File: config.mk
export PLATFORM = sky130hd
export DESIGN_NAME = dps_supervisor
export DESIGN_NICKNAME = d
export VERILOG_FILES = /design/src/inc/dps_pkg.sv /design/src/dps_supervisor.sv
export SDC_FILE = /design/constraint.sdc
export NUM_CORES = 1
export LEC_CHECK = 0
export BUFFER_PORTS_ARGS = -buffer_cell sky130_fd_sc_hd__buf_2
export CAP_MARGIN = 15
export CORE_MARGIN = 2
export CORE_UTILIZATION = 40
export DETAILED_ROUTE_END_ITERATION = 8
export PLACE_DENSITY = 0.6
export SLEW_MARGIN = 40
export SYNTH_ARGS = -nofsm -noshare
export SYNTH_HDL_FRONTEND = slang
export SYNTH_SLANG_ARGS = --single-unit
File: constraint.sdc
create_clock -name clk -period 4.35 [get_ports clk]
set_clock_uncertainty 0.05 [all_clocks]
set_input_delay 0.2175 -clock clk [delete_from_list [all_inputs] [get_ports clk]]
set_output_delay 0.2175 -clock clk [all_outputs]
set_load 0.01 [all_outputs]
File: src/inc/dps_pkg.sv
// Constants, register map and state codes of the drive protection supervisor
package dps_pkg;
	localparam int ADDR_W = 8;
	localparam int DATA_W = 32;
	localparam int VB_W = 10;
	localparam int CUR_W = 8;
	localparam int TMR_W = 10;
	// Register offsets (byte addresses, one word each)
	localparam logic [7:0] OFS_CTRL = 8'h00;
	localparam logic [7:0] OFS_ENERGY = 8'h04;
	localparam logic [7:0] OFS_BRAKE = 8'h08;
	localparam logic [7:0] OFS_PLOSS = 8'h0C;
	localparam logic [7:0] OFS_FRST = 8'h10;
	localparam logic [7:0] OFS_OVLD = 8'h14;
	localparam logic [7:0] OFS_STATUS = 8'h18;
	localparam logic [7:0] OFS_CMD = 8'h1C;
	// Field positions
	localparam int F_VREG = 0;
	localparam int F_PLR = 2;
	localparam int F_OLMODE = 4;
	localparam int F_START = 8;
	localparam int F_ESAVE = 0;
	localparam int F_BTHR = 0;
	localparam int F_BDUTY = 16;
	localparam int F_PLT = 0;
	localparam int F_FLIM = 8;
	localparam int F_FTO = 16;
	localparam int F_RCNT = 0;
	localparam int F_RDLY = 8;
	localparam int F_OLVL = 0;
	localparam int F_OTIME = 8;
	localparam int F_FCLR = 0;
	// Reset values
	localparam logic [1:0] RST_VREG = 2'h1;
	localparam logic [6:0] RST_ESAVE = 7'h00;
	localparam logic [9:0] RST_BTHR_HI = 10'h2BC;
	localparam logic [9:0] RST_BTHR_LO = 10'h172;
	localparam logic [6:0] RST_BDUTY = 7'h32;
	localparam logic RST_PLR = 1'b0;
	localparam logic [6:0] RST_PLT = 7'h32;
	localparam logic [7:0] RST_FLIM = 8'h96;
	localparam logic [6:0] RST_FTO = 7'h05;
	localparam logic [2:0] RST_RCNT = 3'h0;
	localparam logic [6:0] RST_RDLY = 7'h02;
	localparam logic [1:0] RST_OLMODE = 2'h0;
	localparam logic [7:0] RST_OLVL = 8'h00;
	localparam logic [6:0] RST_OTIME = 7'h02;
	localparam logic [3:0] RST_START = 4'h0;
	// Setting limits
	localparam int MAX_VREG = 2;
	localparam int MAX_ESAVE = 100;
	localparam int MIN_BDUTY = 40;
	localparam int MAX_PCT = 100;
	localparam int MAX_PLT = 100;
	localparam int MAX_CUR = 200;
	localparam int MAX_FTO = 10;
	localparam int MAX_RCNT = 5;
	localparam int MAX_RDLY = 100;
	localparam int MAX_OTIME = 20;
	// Timing
	localparam int CLK_PERIOD_NS = 4;
	localparam int TICK_PERIOD_NS = 100_000_000;
	localparam int TICK_CYCLES = TICK_PERIOD_NS / CLK_PERIOD_NS;
	localparam int TENTHS_PER_S = 10;
	localparam int CLEAN_RUN_S = 60;
	localparam int BRAKE_HYST_V = 20;
	typedef enum logic [5:0] {
		ST_IDLE = 6'h01,
		ST_RUN = 6'h02,
		ST_OUTAGE = 6'h04,
		ST_FLYING = 6'h08,
		ST_WAIT = 6'h10,
		ST_LOCK = 6'h20
	} dps_state_t;
endpackage

File: src/dps_supervisor.sv
// Drive protection and restart supervisor: settings, brake, restarts, overload
//
// The implementer's own choices: the strobed register port and the register offsets.
`timescale 1ns/1ns
module dps_supervisor
#(
	parameter int TICK_CYCLES = dps_pkg::TICK_CYCLES,
	parameter bit HIGH_VOLT_CLASS = 1'b1,
	parameter int BRAKE_HYST_V = dps_pkg::BRAKE_HYST_V
)
(
	input wire logic clk,
	input wire logic arst_n,
	input wire logic [dps_pkg::ADDR_W-1:0] reg_addr,
	input wire logic [dps_pkg::DATA_W-1:0] reg_wdata,
	input wire logic reg_wr,
	input wire logic reg_rd,
	output logic [dps_pkg::DATA_W-1:0] reg_rdata,
	input wire logic supply_ok,
	input wire logic run_request,
	input wire logic decelerating,
	input wire logic at_constant_speed,
	input wire logic fault_alarm,
	input wire logic brake_unit_internal,
	input wire logic speed_tracked,
	input wire logic [dps_pkg::VB_W-1:0] dc_bus_volts,
	input wire logic [dps_pkg::CUR_W-1:0] out_current_pct,
	output logic avr_enable,
	output logic [6:0] energy_save_out,
	output logic brake_gate,
	output logic run_enable,
	output logic flying_sweep,
	output logic sweep_hold,
	output logic restart_start,
	output logic [3:0] start_method_select,
	output logic output_stop,
	output logic protection_trip,
	output logic overload_prealarm,
	output logic overload_alarm
);
	import dps_pkg::*;

	localparam int SW = 2 * CUR_W + VB_W - CUR_W + 7;
	localparam int TW = $clog2(TICK_CYCLES + 1);
	localparam logic [9:0] BTHR_RST = HIGH_VOLT_CLASS ? RST_BTHR_HI
		: RST_BTHR_LO;

	function automatic logic [15:0] clamp(input logic [15:0] v,
		input int lo, input int hi);
		logic [15:0] r;
		r = v;
		if (v < 16'(lo))
			r = 16'(lo);
		else if (v > 16'(hi))
			r = 16'(hi);
		return r;
	endfunction

	function automatic logic [TMR_W-1:0] sec_to_ticks(input logic [6:0] s);
		return TMR_W'(int'(s) * TENTHS_PER_S);
	endfunction

	// Pin synchronisers: the first stage feeds the second only
	logic [SW-1:0] pin_bus, sync1_ff, sync2_ff;
	logic supply_s, run_s, decel_s, const_s, alarm_s, internal_s, tracked_s;
	logic [VB_W-1:0] vbus_s;
	logic [CUR_W-1:0] cur_s;
	assign pin_bus = {supply_ok, run_request, decelerating, at_constant_speed,
		fault_alarm, brake_unit_internal, speed_tracked, dc_bus_volts,
		out_current_pct};
	assign {supply_s, run_s, decel_s, const_s, alarm_s, internal_s, tracked_s,
		vbus_s, cur_s} = sync2_ff;
	always_ff @(posedge clk or negedge arst_n)
	begin
		if (!arst_n)
		begin
			sync1_ff <= '0;
			sync2_ff <= '0;
		end
		else
		begin
			sync1_ff <= pin_bus;
			sync2_ff <= sync1_ff;
		end
	end

	// Settings registers
	logic [1:0] vreg_ff, nxt_vreg, olmode_ff, nxt_olmode;
	logic plr_ff, nxt_plr;
	logic [3:0] start_ff, nxt_start;
	logic [6:0] esave_ff, nxt_esave, bduty_ff, nxt_bduty, plt_ff, nxt_plt;
	logic [6:0] fto_ff, nxt_fto, rdly_ff, nxt_rdly, otime_ff, nxt_otime;
	logic [9:0] bthr_ff, nxt_bthr;
	logic [7:0] flim_ff, nxt_flim, olvl_ff, nxt_olvl;
	logic [2:0] rcnt_ff, nxt_rcnt;
	logic [DATA_W-1:0] rdata_ff, nxt_rdata, status_w;
	logic fault_clr;
	dps_state_t state_ff, nxt_state;
	logic [2:0] fcnt_ff, nxt_fcnt;
	logic chop_ff, hold_ff, trip_ff, pre_ff, olal_ff;

	assign fault_clr = reg_wr && reg_addr == OFS_CMD && reg_wdata[F_FCLR];
	assign status_w = {17'h00000, avr_enable, hold_ff, trip_ff, olal_ff,
		pre_ff, chop_ff, fcnt_ff, state_ff};

	always_comb
	begin
		{nxt_vreg, nxt_plr, nxt_olmode, nxt_start} =
			{vreg_ff, plr_ff, olmode_ff, start_ff};
		{nxt_esave, nxt_bthr, nxt_bduty, nxt_plt, nxt_flim, nxt_fto} =
			{esave_ff, bthr_ff, bduty_ff, plt_ff, flim_ff, fto_ff};
		{nxt_rcnt, nxt_rdly, nxt_olvl, nxt_otime} =
			{rcnt_ff, rdly_ff, olvl_ff, otime_ff};
		if (reg_wr)
		begin
			unique case (reg_addr)
				OFS_CTRL:
				begin
					nxt_vreg = 2'(clamp(16'(reg_wdata[F_VREG+:2]), 0,
						MAX_VREG));
					nxt_plr = reg_wdata[F_PLR];
					nxt_olmode = reg_wdata[F_OLMODE+:2];
					nxt_start = reg_wdata[F_START+:4];
				end
				OFS_ENERGY:
					nxt_esave = 7'(clamp(16'(reg_wdata[F_ESAVE+:7]), 0,
						MAX_ESAVE));
				OFS_BRAKE:
				begin
					nxt_bthr = reg_wdata[F_BTHR+:10];
					nxt_bduty = 7'(clamp(16'(reg_wdata[F_BDUTY+:7]),
						MIN_BDUTY, MAX_PCT));
				end
				OFS_PLOSS:
				begin
					nxt_plt = 7'(clamp(16'(reg_wdata[F_PLT+:7]), 0,
						MAX_PLT));
					nxt_flim = 8'(clamp(16'(reg_wdata[F_FLIM+:8]), 0,
						MAX_CUR));
					nxt_fto = 7'(clamp(16'(reg_wdata[F_FTO+:7]), 0,
						MAX_FTO));
				end
				OFS_FRST:
				begin
					nxt_rcnt = 3'(clamp(16'(reg_wdata[F_RCNT+:3]), 0,
						MAX_RCNT));
					nxt_rdly = 7'(clamp(16'(reg_wdata[F_RDLY+:7]), 0,
						MAX_RDLY));
				end
				OFS_OVLD:
				begin
					nxt_olvl = 8'(clamp(16'(reg_wdata[F_OLVL+:8]), 0,
						MAX_CUR));
					nxt_otime = 7'(clamp(16'(reg_wdata[F_OTIME+:7]), 0,
						MAX_OTIME));
				end
				default:
				begin
				end
			endcase
		end
		nxt_rdata = '0;
		if (reg_rd)
		begin
			unique case (reg_addr)
				OFS_CTRL: nxt_rdata = DATA_W'({start_ff, 2'h0, olmode_ff,
					1'b0, plr_ff, vreg_ff});
				OFS_ENERGY: nxt_rdata = DATA_W'(esave_ff);
				OFS_BRAKE: nxt_rdata = DATA_W'({bduty_ff, 6'h00, bthr_ff});
				OFS_PLOSS: nxt_rdata = DATA_W'({fto_ff, flim_ff, 1'b0,
					plt_ff});
				OFS_FRST: nxt_rdata = DATA_W'({rdly_ff, 5'h00, rcnt_ff});
				OFS_OVLD: nxt_rdata = DATA_W'({otime_ff, olvl_ff});
				OFS_STATUS: nxt_rdata = status_w;
				default: nxt_rdata = '0;
			endcase
		end
	end

	always_ff @(posedge clk or negedge arst_n)
	begin
		if (!arst_n)
		begin
			{vreg_ff, plr_ff, olmode_ff, start_ff} <=
				{RST_VREG, RST_PLR, RST_OLMODE, RST_START};
			{esave_ff, bthr_ff, bduty_ff} <= {RST_ESAVE, BTHR_RST, RST_BDUTY};
			{plt_ff, flim_ff, fto_ff} <= {RST_PLT, RST_FLIM, RST_FTO};
			{rcnt_ff, rdly_ff, olvl_ff, otime_ff} <=
				{RST_RCNT, RST_RDLY, RST_OLVL, RST_OTIME};
			rdata_ff <= '0;
		end
		else
		begin
			{vreg_ff, plr_ff, olmode_ff, start_ff} <=
				{nxt_vreg, nxt_plr, nxt_olmode, nxt_start};
			{esave_ff, bthr_ff, bduty_ff} <= {nxt_esave, nxt_bthr, nxt_bduty};
			{plt_ff, flim_ff, fto_ff} <= {nxt_plt, nxt_flim, nxt_fto};
			{rcnt_ff, rdly_ff, olvl_ff, otime_ff} <=
				{nxt_rcnt, nxt_rdly, nxt_olvl, nxt_otime};
			rdata_ff <= nxt_rdata;
		end
	end
	assign reg_rdata = rdata_ff;
	assign start_method_select = start_ff;

	// Common 0.1 s timebase
	logic [TW-1:0] tick_cnt_ff, nxt_tick_cnt;
	logic tick;
	assign tick = tick_cnt_ff == TW'(TICK_CYCLES - 1);
	always_comb
		nxt_tick_cnt = tick ? '0 : tick_cnt_ff + 1'b1;
	always_ff @(posedge clk or negedge arst_n)
	begin
		if (!arst_n)
			tick_cnt_ff <= '0;
		else
			tick_cnt_ff <= nxt_tick_cnt;
	end

	// Regulation, energy saving and brake chopper
	logic [6:0] pwm_ff, nxt_pwm, esave_out_ff, nxt_esave_out;
	logic nxt_chop, gate_ff, nxt_gate, avr_ff, nxt_avr;
	logic [9:0] release_v;
	assign release_v = bthr_ff > 10'(BRAKE_HYST_V) ?
		bthr_ff - 10'(BRAKE_HYST_V) : 10'h000;
	always_comb
	begin
		nxt_avr = vreg_ff == 2'h1 || (vreg_ff == 2'h2 && !decel_s);
		nxt_esave_out = const_s ? esave_ff : 7'h00;
		nxt_chop = chop_ff;
		if (!internal_s)
			nxt_chop = 1'b0;
		else if (vbus_s > bthr_ff)
			nxt_chop = 1'b1;
		else if (vbus_s < release_v)
			nxt_chop = 1'b0;
		nxt_pwm = pwm_ff == 7'(MAX_PCT - 1) ? 7'h00 : pwm_ff + 7'h01;
		nxt_gate = nxt_chop && pwm_ff < bduty_ff;
	end
	always_ff @(posedge clk or negedge arst_n)
	begin
		if (!arst_n)
		begin
			{avr_ff, chop_ff, gate_ff} <= 3'h0;
			{esave_out_ff, pwm_ff} <= 14'h0000;
		end
		else
		begin
			{avr_ff, chop_ff, gate_ff} <= {nxt_avr, nxt_chop, nxt_gate};
			{esave_out_ff, pwm_ff} <= {nxt_esave_out, nxt_pwm};
		end
	end
	assign avr_enable = avr_ff;
	assign energy_save_out = esave_out_ff;
	assign brake_gate = gate_ff;

	// Overload timing
	logic [TMR_W-1:0] oltmr_ff, nxt_oltmr;
	logic over, nxt_pre, nxt_olal, ol_stop_evt;
	always_comb
	begin
		over = olvl_ff != 8'h00 && (olmode_ff[1] || const_s)
			&& state_ff == ST_RUN && cur_s > olvl_ff;
		nxt_oltmr = '0;
		if (over)
			nxt_oltmr = (tick && oltmr_ff != '1) ? oltmr_ff + 1'b1 : oltmr_ff;
		nxt_pre = over && {oltmr_ff, 1'b0} >=
			{1'b0, sec_to_ticks(otime_ff)};
		nxt_olal = over && oltmr_ff > sec_to_ticks(otime_ff);
		ol_stop_evt = nxt_olal && !olal_ff && olmode_ff[0];
	end
	always_ff @(posedge clk or negedge arst_n)
	begin
		if (!arst_n)
		begin
			oltmr_ff <= '0;
			{pre_ff, olal_ff} <= 2'h0;
		end
		else
		begin
			oltmr_ff <= nxt_oltmr;
			{pre_ff, olal_ff} <= {nxt_pre, nxt_olal};
		end
	end
	assign overload_prealarm = pre_ff;
	assign overload_alarm = olal_ff;

	// Run, outage, flying restart and fault restart sequencing
	logic [TMR_W-1:0] tmr_ff, nxt_tmr, clean_ff, nxt_clean;
	logic restarted_ff, nxt_restarted, alarm_d_ff, nxt_trip, nxt_hold;
	logic start_ff_p, nxt_start_p, alarm, alarm_rise;
	assign alarm_rise = alarm_s && !alarm_d_ff;
	always_comb
	begin
		nxt_state = state_ff;
		nxt_tmr = (tick && tmr_ff != '1) ? tmr_ff + 1'b1 : tmr_ff;
		{nxt_fcnt, nxt_clean, nxt_restarted} = {fcnt_ff, clean_ff,
			restarted_ff};
		nxt_trip = trip_ff;
		nxt_start_p = 1'b0;
		alarm = 1'b0;
		unique case (state_ff)
			ST_IDLE:
			begin
				nxt_tmr = '0;
				if (supply_s && run_s)
					nxt_state = ST_RUN;
			end
			ST_RUN, ST_FLYING:
			begin
				if (!supply_s)
				begin
					nxt_tmr = '0;
					// Only a retained command goes through the outage and flying restart path
					nxt_state = plr_ff ? ST_OUTAGE : ST_IDLE;
				end
				else if (!run_s)
					nxt_state = ST_IDLE;
				else if (alarm_rise || ol_stop_evt)
					alarm = 1'b1;
				else if (state_ff == ST_FLYING && tracked_s)
					nxt_state = ST_RUN;
				else if (state_ff == ST_FLYING &&
					tmr_ff >= sec_to_ticks(fto_ff))
				begin
					nxt_trip = 1'b1;
					alarm = 1'b1;
				end
				if (state_ff == ST_RUN && restarted_ff && tick)
				begin
					nxt_clean = clean_ff + 1'b1;
					if (clean_ff == TMR_W'(CLEAN_RUN_S * TENTHS_PER_S - 1))
					begin
						nxt_fcnt = 3'h0;
						nxt_restarted = 1'b0;
					end
				end
			end
			ST_OUTAGE:
			begin
				if (tmr_ff > TMR_W'(plt_ff))
					nxt_state = ST_IDLE;
				else if (supply_s)
				begin
					nxt_tmr = '0;
					nxt_state = ST_FLYING;
				end
			end
			ST_WAIT:
			begin
				if (!supply_s)
					nxt_state = ST_IDLE;
				else if (tmr_ff >= sec_to_ticks(rdly_ff))
				begin
					nxt_start_p = 1'b1;
					nxt_restarted = 1'b1;
					nxt_clean = '0;
					nxt_trip = 1'b0;
					nxt_state = ST_RUN;
				end
			end
			ST_LOCK:
			begin
				if (fault_clr)
				begin
					nxt_fcnt = 3'h0;
					nxt_trip = 1'b0;
					nxt_restarted = 1'b0;
					nxt_state = ST_IDLE;
				end
			end
		endcase
		if (alarm)
		begin
			nxt_tmr = '0;
			nxt_clean = '0;
			// Alarm outranks a clean-run clear in the same cycle
			nxt_fcnt = fcnt_ff;
			if (rcnt_ff == 3'h0 || fcnt_ff >= rcnt_ff)
				nxt_state = ST_LOCK;
			else
			begin
				nxt_fcnt = fcnt_ff + 3'h1;
				nxt_state = ST_WAIT;
			end
		end
		nxt_hold = nxt_state == ST_FLYING && cur_s > flim_ff;
	end
	always_ff @(posedge clk or negedge arst_n)
	begin
		if (!arst_n)
		begin
			state_ff <= ST_IDLE;
			{tmr_ff, clean_ff} <= '0;
			fcnt_ff <= 3'h0;
			{restarted_ff, alarm_d_ff, trip_ff, start_ff_p, hold_ff} <= 5'h00;
		end
		else
		begin
			state_ff <= nxt_state;
			{tmr_ff, clean_ff} <= {nxt_tmr, nxt_clean};
			fcnt_ff <= nxt_fcnt;
			{restarted_ff, alarm_d_ff, trip_ff, start_ff_p, hold_ff} <=
				{nxt_restarted, alarm_s, nxt_trip, nxt_start_p, nxt_hold};
		end
	end
	assign run_enable = state_ff[1] || state_ff[3];
	assign flying_sweep = state_ff[3];
	assign sweep_hold = hold_ff;
	assign restart_start = start_ff_p;
	assign output_stop = state_ff[5];
	assign protection_trip = trip_ff;
endmodule

==> impl_metrics.json <==
{
  "outcome": "complete, no violations",
  "crit_type": "reg2reg",
  "io_buffers": 103,
  "synth_seq_cells": 241,
  "maxCapViolations": 0,
  "crit_slowest_cell": "dfstp_2",
  "die_h_um": 187,
  "drcViolationCount": 0,
  "hold_viol_final": 0,
  "max_slew.worst_pin.slew_ps": 735,
  "track_usage_pct": 18.9,
  "powerDensity_mw_per_mm2": 368,
  "syn_avg_cell_area_um2": 9.98,
  "vias": 10400,
  "path_max_fanout": 4,
  "numCtsBuffers": 27,
  "grt_max_degree": 100,
  "path_buf_inv": 1,
  "ios": 122,
  "rsz0062_at_grt": "no",
  "cts_buffer_depth": 3,
  "post-route-period-util_pct": 95.6,
  "vdd_ir_drop_max_uv": 281,
  "rows": 66,
  "async_flop_share_pct": 100,
  "die_x_um": 187,
  "synthCells": 1340,
  "place_congestion": 0.839,
  "combPwrFrac_pct": 16.7,
  "p_int_mw": 4.21,
  "final_cells": 1964,
  "arrival_ps": 4530,
  "register_area_mm2": 0.00606,
  "yosysWarnings": 0,
  "p_total_mw": 5.85,
  "synth_area_mm2": 0.0134,
  "max_freq_ghz": 0.240,
  "clkPwrFrac_pct": 41.3,
  "p_leak_nw": 7.30,
  "switching_power_mw": 1.64,
  "synthFlopType": "dfrtp_1",
  "critPathTopFamily": "compound AO/OA/AOI/OAI gates",
  "drive_gt1_share_pct": 16.3,
  "path_cells": "ha_1 > ha_1 > inv_1 > fa_1 > ha_1 > nand4_1 > o221ai_1 > nand3_1 > a221o_1 > a2111oi_4 > o21ai_2 > a221o_1 > a221o_1",
  "critPathLaunchType": "flip-flop",
  "core-area_mm2": 0.0327,
  "insertion_delay_ps": 540,
  "required_ps": 4720,
  "dp_cells": 1862,
  "h-tree-depth": 1,
  "initial_core_util_pct": 40.9,
  "insertedDiodeCount": 0,
  "min_path_type": "in2reg",
  "grt_first_pass_wirelength_um": 54300,
  "critPathCaptureType": "flip-flop",
  "cp_slowest_stage_delay_ps": 580,
  "setup_viol": 0,
  "clk_pin_slew_ps": 60,
  "route.detailed.wl_per_inst_um": 16.8,
  "ant_nets": 0,
  "sequentialPowerShare_pct": 42.0,
  "die-area_mm2": 0.0349,
  "cts_tree": "yes",
  "drv_slew": 0,
  "cts_root_buffer": "clkbuf_16",
  "wl_um": 33000,
  "swShare_pct": 28.0,
  "first_global_vias": 10400,
  "n_fill_cell": 3063,
  "vias_per_cell": 5.28,
  "nets": 1695,
  "tns_ps": 0,
  "synth_edf_count": 0,
  "clock-sinks": 241,
  "finalCriticalPeriod_ps": 4160,
  "drt-initial-drc-count": 588,
  "multi_input_area_mm2": 0.00682,
  "overflow": 0,
  "ys_seq_area_share_pct": 45.3,
  "area_growth_pct": 19.1,
  "slew-limit-headroom_pct": 51.0,
  "synth.distinct_cells": 78,
  "dp_hpwl_um": 24000,
  "firstDrtPassIters": 5,
  "grt_antenna_before_repair": 1
}
[cell usage after synthesis (10+ instances only)]
| cell type | instances | area, µm² |
|---|---|---|
| a31oi_1 | 10 | 62.6 |
| and3_1 | 11 | 68.8 |
| a22oi_1 | 17 | 128 |
| inv_1 | 92 | 345 |
| dfstp_2 | 22 | 578 |
| o21a_1 | 18 | 135 |
| ha_1 | 121 | 1510 |
| a21o_1 | 16 | 120 |
| mux2i_1 | 14 | 140 |
| nor2b_1 | 15 | 93.8 |
| nand4_1 | 19 | 119 |
| nand2_1 | 123 | 462 |
| nor2_1 | 122 | 458 |
| xor2_1 | 37 | 324 |
| nor3_1 | 23 | 115 |
| nand3_1 | 33 | 165 |
| clkbuf_1 | 34 | 128 |
| and2_1 | 21 | 131 |
| a21oi_1 | 61 | 305 |
| dfrtp_1 | 219 | 5480 |
| nor4_1 | 15 | 93.8 |
| mux2_2 | 38 | 428 |
| nand2b_1 | 17 | 106 |
| o21ai_0 | 80 | 400 |
| xnor2_1 | 23 | 201 |
[layout make-up]
| class | count | area share [%] |
|---|---|---|
| inverter | 92 | 2.17 |
| multi-input combinational | 968 | 42.8 |
| timing repair buffer | 172 | 7.54 |
| clock inverter | 14 | 1.15 |
| clock buffer | 35 | 4.81 |
| tap | 442 | 3.47 |
| sequential | 241 | 38.0 |
[per-layer routing]
metal	wire [µm]	share of wire [%]	GRT usage, %	up-vias
met3	1620	4.9	2.48	64
met2	15400	47	31.6	259
met4	725	2.2	4.64	0
met5	0	0	0	-
li1	-	-	-	5058
met1	15200	46	26.0	4982
[flip-flops by register name, summed over array words and instances (netlist names), 8 cells and up]
signal,count
sync1_ff,25
sync2_ff,25
tick_cnt_ff,25
reg_rdata,23
bthr_ff,10
clean_ff,10
oltmr_ff,10
tmr_ff,10
flim_ff,8
olvl_ff,8
[cell families after synthesis]
| group | count (synthesis) | share of synthesized area, % |
|---|---|---|
| AOI/OAI and AO/OA | 285 | 14.4 |
| xor gates and xnor gates | 60 | 3.93 |
| adders and majority gates | 126 | 11.9 |
| buffers and inverters | 139 | 4.22 |
| DFF | 241 | 45.3 |
| muxes | 52 | 4.25 |
| other | 1 | 0.0280 |
| and+or+nand+nor | 436 | 15.9 |
[per-stage QoR]
step / setup WS [ps] / area [µm²] / hold slack [ps] / utilization [%]
finish: 191 / 15900 / 20.1 / 48.7
global route: 17.8 / 15900 / 22.1 / 48.7
CTS: 35.8 / 15900 / 2.24 / 48.5
detailed placement: 82.7 / 14400 / 234 / 44.1
global placement: 10.4 / 14400 / 229 / 44.0
floorplan: 532 / 13400 / -128 / -
[cell usage in the layout, fill, tap and decap left out, types with 5 or more instances in the layout]
master	Yosys	layout
a21o_1	16	16
a31oi_1	10	10
and3_1	11	11
buf_2	1	103
clkbuf_16	0	27
nand3_1	33	33
a211oi_1	6	6
a221oi_1	5	5
xor2_1	37	37
o21ai_0	80	80
mux2_2	38	38
a22o_1	6	6
o21a_1	18	18
ha_1	121	121
dfstp_2	22	22
nor4_1	15	15
clkbuf_8	0	6
mux2i_1	14	14
nand4_1	19	19
a22oi_1	17	17
o31ai_1	6	6
dlygate4sd3_1	0	51
nor2_1	122	121
dfrtp_1	219	219
clkinv_2	0	6
xnor2_1	23	23
nand2_1	123	122
a32oi_1	8	8
nor2b_1	15	15
nor3_1	23	22
or3_1	9	9
buf_4	9	15
a21oi_1	61	61
inv_1	92	92
o211ai_1	5	5
nand2b_1	17	17
conb_1	1	9
nor3b_1	5	5
and2_1	21	21
[repair_timing]
item,in CTS,in global routing
gates resized for setup,0,3
hold endpoints to repair,159,0
hold buffers,51,0
setup endpoints to repair,0,23
buffers inserted,0,0
[final timing paths]
check,from,to,slack [ps],cells after the start
min,reg_wdata[6],bthr_ff[6],20,2
min in group asynchronous,arst_n,oltmr_ff[2],60,2
max,otime_ff[1],fcnt_ff[2],190,13
max in group asynchronous,arst_n,chop_ff,3340,3
max reg2reg,otime_ff[1],fcnt_ff[2],190,13
min reg2reg,sync1_ff[14],sync2_ff[14],300,0
[power groups by stage]
| stage | Combinational, mW | Clock, mW | Sequential, mW |
|---|---|---|---|
| detailed placement | 0.930 | 0 | 2.50 |
| global placement | 0.911 | 0 | 2.50 |
| floorplan | 0.655 | 0 | 2.43 |
| global route | 1.09 | 2.56 | 2.47 |
| finish | 0.978 | 2.42 | 2.46 |
| CTS | 0.969 | 2.48 | 2.46 |
No activity file was read; power rests on OpenSTA's default activity.
